$ cat src/verilog/nvx_defines.vh
/*
 * Constants for the nine-pin I/O expander serial slave: memory map offsets,
 * reset values, bus address fields and timing counts.
 * Assumes a 50 MHz system clock; included by bare name from verilog/.
 */
`ifndef NVX_DEFINES_VH
`define NVX_DEFINES_VH

// ****************************************************************
// memory map
// ****************************************************************
`define NVX_USER_LAST 8'h3F
`define NVX_RSVD_LAST 8'hE7
`define NVX_PULLUP_LOW 8'hF0
`define NVX_PULLUP_HIGH 8'hF1
`define NVX_DRIVE_LOW 8'hF2
`define NVX_DRIVE_HIGH 8'hF3
`define NVX_CONFIG 8'hF4
`define NVX_UPPER_USER_FIRST 8'hF5
`define NVX_UPPER_USER_LAST 8'hF7
`define NVX_LEVEL_LOW 8'hF8
`define NVX_LEVEL_HIGH 8'hF9
`define NVX_SCRATCH_FIRST 8'hFA

// ****************************************************************
// reset values
// ****************************************************************
`define NVX_USER_RESET 8'h00
`define NVX_PULLUP_RESET 8'h00
`define NVX_DRIVE_LOW_RESET 8'hFF
`define NVX_DRIVE_HIGH_RESET 8'h01
`define NVX_CONFIG_RESET 8'h00
`define NVX_SHADOW_ONLY_BIT 0

// ****************************************************************
// bus address byte
// ****************************************************************
`define NVX_DEVICE_CODE 4'hA
`define NVX_ROW_MASK 8'hF8

// ****************************************************************
// timing
// ****************************************************************
`define NVX_CLOCK_MHZ 50
`define NVX_NV_WRITE_US 20
`define NVX_NV_WRITE_CYCLES (`NVX_NV_WRITE_US * `NVX_CLOCK_MHZ)

`endif

$ cat src/verilog/nvx_sync.v
/*
 * Three-stage synchroniser bank for pin inputs.
 * Assumes inputs are asynchronous to clock; out changes once stages two and three agree.
 */
`timescale 1ns/10ps
`default_nettype none
module nvx_sync #(
    parameter WIDTH = 1,
    parameter [WIDTH-1:0] RESET_VALUE = {WIDTH{1'b1}}
) (
    input wire clock,
    input wire rst_n,
    input wire [WIDTH-1:0] in_async,
    output reg [WIDTH-1:0] out
);
    reg [WIDTH-1:0] stage1;
    reg [WIDTH-1:0] stage2;
    reg [WIDTH-1:0] stage3;
    genvar i;
    generate
        for (i = 0; i < WIDTH; i = i + 1) begin : g_bit
            always @(posedge clock or negedge rst_n) begin
                if (!rst_n) begin
                    stage1[i] <= RESET_VALUE[i];
                    stage2[i] <= RESET_VALUE[i];
                    stage3[i] <= RESET_VALUE[i];
                    out[i] <= RESET_VALUE[i];
                end else begin
                    stage1[i] <= in_async[i];
                    stage2[i] <= stage1[i];
                    stage3[i] <= stage2[i];
                    // stage one feeds stage two only
                    if (stage2[i] == stage3[i]) begin
                        out[i] <= stage3[i];
                    end
                end
            end
        end
    endgenerate
endmodule
`default_nettype wire

$ cat src/verilog/nvx_nv_timer.v
/*
 * Nonvolatile write-cycle timer: busy for a fixed count after a start pulse.
 * Assumes start is a one-cycle pulse on clock.
 */
`timescale 1ns/10ps
`default_nettype none
module nvx_nv_timer #(
    parameter CYCLES = 1000
) (
    input wire clock,
    input wire rst_n,
    input wire start,
    output wire busy
);
    reg [23:0] count;
    assign busy = (count != 24'h000000);
    always @(posedge clock or negedge rst_n) begin
        if (!rst_n) begin
            count <= 24'h000000;
        end else if (start) begin
            count <= CYCLES[23:0];
        end else if (busy) begin
            count <= count - 24'h000001;
        end
    end
endmodule
`default_nettype wire

$ cat src/verilog/nvx_serial_slave.v
/*
 * Two-wire serial slave of a nine-pin open-drain I/O expander with user
 * memory, pull-up and drive registers, pin status and scratch RAM.
 * Assumes a master drives scl and the sda wire level is resolved outside
 * from sda_oe (low while asserted).  Straps and pins are asynchronous.
 */
`timescale 1ns/10ps
`default_nettype none
`include "nvx_defines.vh"
module nvx_serial_slave #(
    parameter NV_WRITE_CYCLES = `NVX_NV_WRITE_CYCLES
) (
    input wire clock,
    input wire rst_n,
    input wire scl,
    input wire sda_in,
    output wire sda_out,
    output reg sda_oe,
    input wire addr_strap_0,
    input wire addr_strap_1,
    input wire addr_strap_2,
    input wire [8:0] pin_in,
    output wire [8:0] pin_drive_low,
    output wire [8:0] pullup_on,
    output wire nv_busy
);
    // ****************************************************************
    // states
    // ****************************************************************
    localparam ST_IDLE = 3'h0;
    localparam ST_ADDR = 3'h1;
    localparam ST_ADDR_ACK = 3'h2;
    localparam ST_WRITE = 3'h3;
    localparam ST_WRITE_ACK = 3'h4;
    localparam ST_READ = 3'h5;
    localparam ST_READ_ACK = 3'h6;

    // ****************************************************************
    // input synchronisation
    // ****************************************************************
    wire [13:0] sync_out;
    nvx_sync #(
        .WIDTH(14),
        .RESET_VALUE(14'h3FFF)
    ) u_sync (
        .clock(clock),
        .rst_n(rst_n),
        .in_async({addr_strap_2, addr_strap_1, addr_strap_0, pin_in, sda_in, scl}),
        .out(sync_out)
    );
    wire scl_s = sync_out[0];
    wire sda_s = sync_out[1];
    wire [8:0] pin_s = sync_out[10:2];
    wire [2:0] strap_s = sync_out[13:11];

    reg scl_d;
    reg sda_d;
    wire scl_rise = scl_s && !scl_d;
    wire scl_fall = !scl_s && scl_d;
    wire start_cond = scl_s && scl_d && sda_d && !sda_s;
    wire stop_cond = scl_s && scl_d && !sda_d && sda_s;

    // ****************************************************************
    // storage
    // ****************************************************************
    reg [7:0] user_mem [0:63];
    reg [7:0] upper_user [0:2];
    reg [7:0] scratch [0:5];
    reg [7:0] pullup_enable_low;
    reg [7:0] pullup_enable_high;
    reg [7:0] output_drive_low;
    reg [7:0] output_drive_high;
    reg [7:0] configuration;
    // nonvolatile copies of the shadowed registers, written when shadow-only is clear
    reg [7:0] nv_pullup_low;
    reg [7:0] nv_pullup_high;
    reg [7:0] nv_drive_low;
    reg [7:0] nv_drive_high;

    assign pullup_on = {pullup_enable_high[0], pullup_enable_low};
    assign pin_drive_low = ~{output_drive_high[0], output_drive_low};

    // ****************************************************************
    // protocol state
    // ****************************************************************
    reg [2:0] state;
    reg [3:0] bit_count;
    reg [7:0] shift;
    reg [7:0] addr_counter;
    reg first_data;
    reg nv_dirty;
    reg nv_start;
    assign sda_out = 1'b0;

    wire [6:0] own_address = {`NVX_DEVICE_CODE, strap_s};
    wire [7:0] next_addr_wrap = (addr_counter & `NVX_ROW_MASK) |
        ((addr_counter + 8'h01) & ~`NVX_ROW_MASK);

    // read multiplexer; reserved space reads zero
    reg [7:0] read_data;
    always @* begin
        read_data = 8'h00;
        if (addr_counter <= `NVX_USER_LAST) begin
            read_data = user_mem[addr_counter[5:0]];
        end else if (addr_counter == `NVX_PULLUP_LOW) begin
            read_data = pullup_enable_low;
        end else if (addr_counter == `NVX_PULLUP_HIGH) begin
            read_data = pullup_enable_high;
        end else if (addr_counter == `NVX_DRIVE_LOW) begin
            read_data = output_drive_low;
        end else if (addr_counter == `NVX_DRIVE_HIGH) begin
            read_data = output_drive_high;
        end else if (addr_counter == `NVX_CONFIG) begin
            read_data = configuration;
        end else if (addr_counter >= `NVX_UPPER_USER_FIRST &&
                     addr_counter <= `NVX_UPPER_USER_LAST) begin
            read_data = upper_user[addr_counter[1:0] - 2'h1];
        end else if (addr_counter == `NVX_LEVEL_LOW) begin
            read_data = pin_s[7:0];
        end else if (addr_counter == `NVX_LEVEL_HIGH) begin
            read_data = {7'h00, pin_s[8]};
        end else if (addr_counter >= `NVX_SCRATCH_FIRST) begin
            read_data = scratch[addr_counter[2:0] - 3'h2];
        end
    end

    nvx_nv_timer #(
        .CYCLES(NV_WRITE_CYCLES)
    ) u_nv_timer (
        .clock(clock),
        .rst_n(rst_n),
        .start(nv_start),
        .busy(nv_busy)
    );

    integer k;
    wire shadow_only = configuration[`NVX_SHADOW_ONLY_BIT];

    // ****************************************************************
    // bus engine
    // ****************************************************************
    always @(posedge clock or negedge rst_n) begin
        if (!rst_n) begin
            scl_d <= 1'b1;
            sda_d <= 1'b1;
            state <= ST_IDLE;
            bit_count <= 4'h0;
            shift <= 8'h00;
            addr_counter <= 8'h00;
            first_data <= 1'b0;
            sda_oe <= 1'b0;
            nv_dirty <= 1'b0;
            nv_start <= 1'b0;
            pullup_enable_low <= `NVX_PULLUP_RESET;
            pullup_enable_high <= `NVX_PULLUP_RESET;
            output_drive_low <= `NVX_DRIVE_LOW_RESET;
            output_drive_high <= `NVX_DRIVE_HIGH_RESET;
            configuration <= `NVX_CONFIG_RESET;
            nv_pullup_low <= `NVX_PULLUP_RESET;
            nv_pullup_high <= `NVX_PULLUP_RESET;
            nv_drive_low <= `NVX_DRIVE_LOW_RESET;
            nv_drive_high <= `NVX_DRIVE_HIGH_RESET;
            for (k = 0; k < 64; k = k + 1) begin
                user_mem[k] <= `NVX_USER_RESET;
            end
            for (k = 0; k < 3; k = k + 1) begin
                upper_user[k] <= `NVX_USER_RESET;
            end
            for (k = 0; k < 6; k = k + 1) begin
                scratch[k] <= 8'h00;
            end
        end else begin
            scl_d <= scl_s;
            sda_d <= sda_s;
            nv_start <= 1'b0;
            if (start_cond) begin
                // repeated start also lands here; counter is kept
                state <= ST_ADDR;
                bit_count <= 4'h0;
                sda_oe <= 1'b0;
            end else if (stop_cond) begin
                state <= ST_IDLE;
                sda_oe <= 1'b0;
                if (nv_dirty) begin
                    nv_start <= 1'b1;
                    nv_dirty <= 1'b0;
                end
            end else begin
                case (state)
                    ST_IDLE: begin
                        sda_oe <= 1'b0;
                    end
                    ST_ADDR: begin
                        if (scl_rise) begin
                            shift <= {shift[6:0], sda_s};
                            bit_count <= bit_count + 4'h1;
                        end else if (scl_fall && bit_count == 4'h8) begin
                            if (shift[7:1] == own_address && !nv_busy) begin
                                sda_oe <= 1'b1;
                                state <= ST_ADDR_ACK;
                            end else begin
                                state <= ST_IDLE;
                            end
                        end
                    end
                    ST_ADDR_ACK: begin
                        if (scl_fall) begin
                            bit_count <= 4'h0;
                            if (shift[0]) begin
                                state <= ST_READ;
                                shift <= {read_data[6:0], 1'b0};
                                sda_oe <= !read_data[7];
                            end else begin
                                state <= ST_WRITE;
                                first_data <= 1'b1;
                                sda_oe <= 1'b0;
                            end
                        end
                    end
                    ST_WRITE: begin
                        if (scl_rise) begin
                            shift <= {shift[6:0], sda_s};
                            bit_count <= bit_count + 4'h1;
                        end else if (scl_fall && bit_count == 4'h8) begin
                            sda_oe <= 1'b1;
                            state <= ST_WRITE_ACK;
                        end
                    end
                    ST_WRITE_ACK: begin
                        if (scl_fall) begin
                            sda_oe <= 1'b0;
                            bit_count <= 4'h0;
                            state <= ST_WRITE;
                            first_data <= 1'b0;
                            if (first_data) begin
                                addr_counter <= shift;
                            end else begin
                                addr_counter <= next_addr_wrap;
                                if (addr_counter <= `NVX_USER_LAST) begin
                                    user_mem[addr_counter[5:0]] <= shift;
                                    nv_dirty <= 1'b1;
                                end else if (addr_counter == `NVX_PULLUP_LOW) begin
                                    pullup_enable_low <= shift;
                                    if (!shadow_only) begin
                                        nv_pullup_low <= shift;
                                        nv_dirty <= 1'b1;
                                    end
                                end else if (addr_counter == `NVX_PULLUP_HIGH) begin
                                    pullup_enable_high <= {7'h00, shift[0]};
                                    if (!shadow_only) begin
                                        nv_pullup_high <= {7'h00, shift[0]};
                                        nv_dirty <= 1'b1;
                                    end
                                end else if (addr_counter == `NVX_DRIVE_LOW) begin
                                    output_drive_low <= shift;
                                    if (!shadow_only) begin
                                        nv_drive_low <= shift;
                                        nv_dirty <= 1'b1;
                                    end
                                end else if (addr_counter == `NVX_DRIVE_HIGH) begin
                                    output_drive_high <= {7'h00, shift[0]};
                                    if (!shadow_only) begin
                                        nv_drive_high <= {7'h00, shift[0]};
                                        nv_dirty <= 1'b1;
                                    end
                                end else if (addr_counter == `NVX_CONFIG) begin
                                    configuration <= {7'h00, shift[0]};
                                    nv_dirty <= 1'b1;
                                end else if (addr_counter >= `NVX_UPPER_USER_FIRST &&
                                             addr_counter <= `NVX_UPPER_USER_LAST) begin
                                    upper_user[addr_counter[1:0] - 2'h1] <= shift;
                                    nv_dirty <= 1'b1;
                                end else if (addr_counter >= `NVX_SCRATCH_FIRST) begin
                                    scratch[addr_counter[2:0] - 3'h2] <= shift;
                                end
                                // reserved, E8h-EFh and status writes fall through
                            end
                        end
                    end
                    ST_READ: begin
                        if (scl_rise) begin
                            bit_count <= bit_count + 4'h1;
                        end else if (scl_fall) begin
                            if (bit_count == 4'h8) begin
                                sda_oe <= 1'b0; // master owns the ack slot
                                addr_counter <= addr_counter + 8'h01;
                                state <= ST_READ_ACK;
                            end else begin
                                shift <= {shift[6:0], 1'b0};
                                sda_oe <= !shift[7];
                            end
                        end
                    end
                    ST_READ_ACK: begin
                        if (scl_rise) begin
                            // nack ends the read and leaves sda released
                            if (sda_s) begin
                                state <= ST_IDLE;
                            end else begin
                                bit_count <= 4'h0;
                            end
                        end else if (scl_fall) begin
                            state <= ST_READ;
                            shift <= {read_data[6:0], 1'b0};
                            sda_oe <= !read_data[7];
                        end
                    end
                    default: begin
                        state <= ST_IDLE;
                        sda_oe <= 1'b0;
                    end
                endcase
            end
        end
    end
endmodule
`default_nettype wire

$ cat config.mk
export PLATFORM = sky130hd
export DESIGN_NAME = nvx_serial_slave
export DESIGN_NICKNAME = d
export VERILOG_FILES = /design/src/verilog/nvx_sync.v /design/src/verilog/nvx_nv_timer.v /design/src/verilog/nvx_serial_slave.v
export VERILOG_INCLUDE_DIRS = /design/src /design/src/verilog
export SDC_FILE = /design/constraint.sdc
export NUM_CORES = 1
export LEC_CHECK = 0
export BUFFER_PORTS_ARGS = -buffer_cell sky130_fd_sc_hd__clkbuf_2
export CORE_MARGIN = 3
export CORE_UTILIZATION = 45
export CTS_BUF_LIST = sky130_fd_sc_hd__clkbuf_8
export DETAILED_ROUTE_END_ITERATION = 6
export SETUP_SLACK_MARGIN = 0.1
export SLEW_MARGIN = 10
export SYNTH_ARGS = -nofsm -noshare
export SYNTH_HDL_FRONTEND = slang
export SYNTH_HIERARCHICAL = 1
export SYNTH_SLANG_ARGS = --single-unit
$ cat constraint.sdc
create_clock -name clock -period 6.31 [get_ports clock]
set_input_delay 1.262 -clock clock [delete_from_list [all_inputs] [get_ports clock]]
set_output_delay 1.262 -clock clock [all_outputs]
set_load 0.03 [all_outputs]
Word level (Yosys, flattened, before mapping)

Index checks and enable logic that the tools add are counted.

Word-level logic and storage cells: 389
Flip-flop bits (word level): 712
Output and inout port bits: 21

Order comparisons: 10
Add/subtract/negate cells: 5
Reductions and logical operators: 49
Multiplexer cells: 103
Bitwise operators: 15
Eq/ne operators: 61

Operators by type and width:

| operator                | count |
|---|---|
| $bwmux W512             | 1 |
| $mux W8                 | 32 |
| $eq A8 B8 Y1 const B    | 7 |
| $bmux W8 S6             | 1 |
| $bwmux W48              | 1 |
| $demux W8 S6            | 1 |
| $mux W24                | 2 |
| $ne A4 B4 Y1 const B    | 12 |
| $mux W3                 | 15 |
| $reduce_and A11 Y1      | 3 |
| $mux W1                 | 32 |
| $pmux W8 S4             | 1 |
| $bmux W8 S3             | 1 |
| $bwmux W24              | 1 |
| $demux W8 S3            | 1 |
| $mux W4                 | 6 |
| $ne A2 B2 Y1 const B    | 12 |
| $reduce_and A12 Y1      | 2 |
| $reduce_bool A24 Y1     | 1 |
| $sub A24 B1 Y24 const B | 1 |
| $pmux W3 S7             | 1 |
| $reduce_and A10 Y1      | 2 |
| $reduce_and A6 Y1       | 3 |
| $bmux W8 S2             | 1 |
| 49 further kinds        | 103 |

Depth between registers and ports, before layout

Depth after elaboration: 21
Mapped depth: 14
Gate-level depth less buffers: 10

Hierarchy

The synthesis kept the hierarchy.

Modules (own cells, without submodules):

| module           | instances | area each (um2) | cells an instance |
|---|---|---|---|
| nvx_serial_slave | 1         | 30007.5         | 2135 |
| nvx_sync         | 1         | 1629.1          | 70 |
| nvx_nv_timer     | 1         | 1388.8          | 143 |

Least setup slack after synthesis

OpenSTA, ideal clock, no wires.

Path kind: reg2reg
From: register addr_counter[1]
To: register shift[6]
Setup slack: 2.632 ns
Path buffers: 5
Cell stages (with the launch flop): 13
Period minus slack after synthesis: 3.678 ns
Setup time: 0.142 ns
Required time: 6.168 ns
Data arrival time: 3.536 ns
Cell sequence: dfrtp_1 > clkbuf_1 > clkbuf_1 > clkbuf_1 > inv_1 > ha_1 > clkbuf_1 > buf_1 > mux2_2 > a221oi_1 > o32ai_1 > o21ai_0 > o221ai_1

Longest elaborated chain between the ends: 18
Elaborated cells on any way between the ends: 41
Those cells by class: add/sub: 2; order compare: 4; eq/ne: 7; mux: 24; bitwise: 3; reduce/logical: 1

RTL lines:

| what                                       | line                                           | source |
|---|---|---|
| from (decl)                                | nvx_serial_slave.v:89                          | `reg [7:0] addr_counter;` |
| from (signal assigned)                     | nvx_serial_slave.v:236                         | `addr_counter <= shift;` |
| from (signal assigned)                     | nvx_serial_slave.v:238                         | `addr_counter <= next_addr_wrap;` |
| from (signal assigned)                     | nvx_serial_slave.v:286                         | `addr_counter <= addr_counter + 8'h01;` |
| $sub A3 B2 Y3                              | nvx_serial_slave.v:123                         | `read_data = scratch[addr_counter[2:0] - 3'h2];` |
| $not A3 Y4 (implied by the code)           | nvx_serial_slave.v:123                         |  |
| $bmux W8 S3                                | nvx_serial_slave.v:123                         |  |
| $mux W8 (implied by the code) (2 in a row) | nvx_serial_slave.v:123                         |  |
| $mux W8                                    | nvx_serial_slave.v:122                         | `` end else if (addr_counter >= `NVX_SCRATCH_FIRST) begin `` |
| $mux W8                                    | nvx_serial_slave.v:120                         | `` end else if (addr_counter == `NVX_LEVEL_HIGH) begin `` |
| $mux W8                                    | nvx_serial_slave.v:118                         | `` end else if (addr_counter == `NVX_LEVEL_LOW) begin `` |
| $mux W8                                    | nvx_serial_slave.v:115                         | `` end else if (addr_counter >= `NVX_UPPER_USER_FIRST && `` |
| $mux W8                                    | nvx_serial_slave.v:113                         | `` end else if (addr_counter == `NVX_CONFIG) begin `` |
| $mux W8                                    | nvx_serial_slave.v:111                         | `` end else if (addr_counter == `NVX_DRIVE_HIGH) begin `` |
| $mux W8                                    | nvx_serial_slave.v:109                         | `` end else if (addr_counter == `NVX_DRIVE_LOW) begin `` |
| $mux W8                                    | nvx_serial_slave.v:107                         | `` end else if (addr_counter == `NVX_PULLUP_HIGH) begin `` |
| $mux W8                                    | nvx_serial_slave.v:105                         | `` end else if (addr_counter == `NVX_PULLUP_LOW) begin `` |
| $mux W8 (*)                                | nvx_serial_slave.v:103                         | `` if (addr_counter <= `NVX_USER_LAST) begin `` |
| $mux W8 (on tied branches)                 | nvx_serial_slave.v:302, nvx_serial_slave.v:209 |  |
| $mux W8 (on tied branches)                 | nvx_serial_slave.v:295, nvx_serial_slave.v:207 |  |
| $pmux W8 S4 (*)                            | nvx_serial_slave.v:189                         | `case (state)` |
| to (signal assigned)                       | nvx_serial_slave.v:195                         | `shift <= {shift[6:0], sda_s};` |
| to (signal assigned)                       | nvx_serial_slave.v:289                         | `shift <= {shift[6:0], 1'b0};` |
| to (signal assigned)                       | nvx_serial_slave.v:304                         | `shift <= {read_data[6:0], 1'b0};` |
| to (decl)                                  | nvx_serial_slave.v:88                          | `reg [7:0] shift;` |

Mark *: on every way between the ends. The rest lies on a longest branch, timed or not. The select of a mux whose other input is x is not followed.
A chain may end at the register's enable or synchronous reset.

Worst setup path after layout

From: register u_nv_timer.count[0]
To: output port nv_busy

Longest elaborated chain between the ends: 1

RTL lines:

| what                   | line                  | source |
|---|---|---|
| from (decl)            | nvx_nv_timer.v:15     | `reg [23:0] count;` |
| from (signal assigned) | nvx_nv_timer.v:21     | `count <= CYCLES[23:0];` |
| from (signal assigned) | nvx_nv_timer.v:23     | `count <= count - 24'h000001;` |
| $reduce_bool A24 Y1    | nvx_nv_timer.v:16     | `assign busy = (count != 24'h000000);` |
| to (decl)              | nvx_serial_slave.v:25 | `output wire nv_busy` |

Every way passes these cells.

==> results_dict.tcl <==
set metrics [dict create \
    status "finished clean" \
    grt_pass1_wl_mm 131.1 \
    die_y_um 276.9 \
    clockBufferDepth 3 \
    switching_power_uw 2504 \
    crit_end "nv_busy" \
    ys_seq_elements 712 \
    dp_hpwl_mm 51.81 \
    wl_met3_mm 5.046 \
    finalHoldViolations 0 \
    grt_max_degree 153 \
    final_nets 2407 \
    synth-edff-count 0 \
    syn_avg_cell_area_um2 14.07 \
    synth.distinct_cells 85 \
    grt_pass1_vias 21432 \
    io_pins 37 \
    postPlaceCellArea_um2 34080 \
    wl_per_cell_um 24.50 \
    cts-hold-fix-buffers 0 \
    finalSetupViolations 0 \
    leakage_uw 0.01670 \
    slew_headroom_pct 31.55 \
    drt_wl_total_mm 83.68 \
    synthesis.nets 2380 \
    worst_slew_pin_slew_ps 1027 \
    required_ps 5050 \
    synthToLayoutAreaGrowth_pct 10.28 \
    swShare_pct 26.21 \
    worst_setup_path_start_kind "flip-flop" \
    skew_ps 26.46 \
    async_reset_ff_share_pct 100.0 \
    criticalPathCategory "reg -> out" \
    die_w_um 276.9 \
    crit-reg2reg-launch "addr_counter[2]" \
    clk_latency_ps 720 \
    numCtsBuffers 120 \
    grt_overflow 0 \
    end_kind "output pin" \
    cts_setup_buffers 0 \
    cts.sinks 712 \
    antenna_found_initial 2 \
    num_rows 98 \
    cts_resized 0 \
    clkTransAtPathRegs_ps 60 \
    htreeDepth 3 \
    path_max_fanout 9 \
    startpoint "u_nv_timer/count[0]" \
    cts_tree "built" \
    whs_ps 350.9 \
    first_pass_iters 7 \
    met1_length_mm 36.95 \
    p_int_uw 7050 \
    final_max_slew_viol_count 0 \
    reg2reg_slack_ps 2200 \
    ir_drop_mv 0.2138 \
    rsz0062_at_grt "no" \
    post-route-period-util_pct 68.47 \
    drive_gt1_share_pct 44.66 \
    reg2reg_to "shift[1]" \
    pwr-share-comb_pct 8.2 \
    final_common_cell "dfrtp_1" \
    final.min_clock_period_ps 4321 \
    die-area_um2 76680 \
    via_per_inst 5.952 \
    hp-class "reg -> reg" \
    ys.warnings.count 6 \
    drc_errors 0 \
    drv_cap 0 \
    grt_use_total_pct 21.90 \
    port_buffers 35 \
    drt_iter0_drc 1407 \
    via_count 20326 \
    post-route-util_pct 50.52 \
    top_layer_used "met5" \
    synth_area_um2 33030 \
    finalSetupTns_ps 0 \
    wl_met2_mm 38.81 \
    clkPwrFrac_pct 41.5 \
    routabilityCongestion 0.8846 \
    clock.fmax_mhz 231.4 \
    seq_power_share_pct 50.4 \
    synthFlopType "dfrtp_1" \
    start_util_pct 45.81 \
    core_um2 72100 \
    reg2reg_depth 9 \
    final_area_um2 36420 \
    ys_seq_area_share_pct 54.20 \
    cts_root_buffer "clkbuf_8" \
    powerDensity_nw_per_um2 262.3 \
    layout_common_cells "dfrtp_1, mux2_2, clkbuf_8" \
    final_antenna_net_count 0 \
    synthCells 2348 \
    crit_arrival_ps 3060 \
]
## Yosys cell counts (33+ instances only)
master	instances	share of area, %
nand3_1	33	0.50
mux2i_1	48	1.5
nor2_1	60	0.68
a21oi_1	35	0.53
mux2_2	593	20
nand2_1	83	0.94
dfstp_2	67	5.3
mux4_2	121	8.3
o21ai_0	50	0.76
dfrtp_1	645	49
nor2_2	33	0.63
clkbuf_1	131	1.5
## cells by family after synthesis
family	Yosys count	share of synthesized area [%]
adders and majority gates	31	1.114
xor gates and xnor gates	20	0.5304
AOI/OAI and AO/OA	253	5.369
other	1	0.01135
muxes	772	30.27
buffers and inverters	189	2.277
and+or+nand+nor	370	6.228
DFF	712	54.20
## power groups by stage
| stage | clock network, uW | registers [uW] | logic, uW |
|---|---|---|---|
| after floorplan | 0 | 4860 | 485 |
| after global placement | 0 | 4880 | 755 |
| after detailed placement | 0 | 4890 | 781 |
| after CTS | 4080 | 4810 | 783 |
| after global routing | 4290 | 4820 | 870 |
| final | 3960 | 4810 | 782 |
## sequential cells by signal, indices dropped and copies added (netlist names), 3 cells and up
signal / count
shift: 8
u_sync/stage2: 14
u_nv_timer/count: 24
user_mem: 512
bit_count: 4
scratch: 48
u_sync/stage1: 14
pullup_enable_low: 8
addr_counter: 8
u_sync/out: 14
output_drive_low: 8
u_sync/stage3: 14
state: 3
upper_user: 24
## critical path: stages, from the launching register on
cell and delay (ps):
dfrtp_1 390, inv_1 120, ha_1 150, or4b_1 510, or4_4 610, or2_2 360, clkbuf_2 200
## layout make-up
cell class | count | area (um2)
Timing Repair Buffer | 67 | 500.5
Antenna cell | 2 | 5.005
Fill cell | 6187 | 35680
Clock inverter | 57 | 229.0
Clock buffer | 153 | 2106
Multi-Input combinational cell | 1447 | 14370
Tap cell | 950 | 1189
Inverter | 27 | 101.3
Sequential cell | 712 | 17920
## per-stage QoR
stage                     setup slack (ps)  power [uW]  cells
after floorplan                       2632        5343   2348
final                                 1989        9554   3415
after CTS                             1915        9672   3413
after detailed placement              2258        5667   3203
after global routing                  1830        9984   3414
after global placement                2398        5636   3203
## routing by layer
layer / vias up / GRT usage [%]
met3: 173 / 5.345
met5: - / 0
met1: 10780 / 30.21
li1: 8797 / -
met4: 2 / 7.866
met2: 574 / 33.85
## worst min-delay path by stage
stage | from | end | slack [ps] | cells past startpoint
3_3_place_gp | u_sync/stage1[8] | u_sync/stage2[8] | 350 | 0
6_report | u_sync/stage1[5] | u_sync/stage2[5] | 350 | 0
4_1_cts | u_sync/stage1[5] | u_sync/stage2[5] | 340 | 0
3_5_place_dp | u_sync/stage1[3] | u_sync/stage2[3] | 350 | 0
5_1_grt | u_sync/stage1[5] | u_sync/stage2[5] | 350 | 0
2_1_floorplan | u_sync/stage1[0] | u_sync/stage2[0] | 350 | 0
Note: power is estimated with default switching activity, not from simulation.
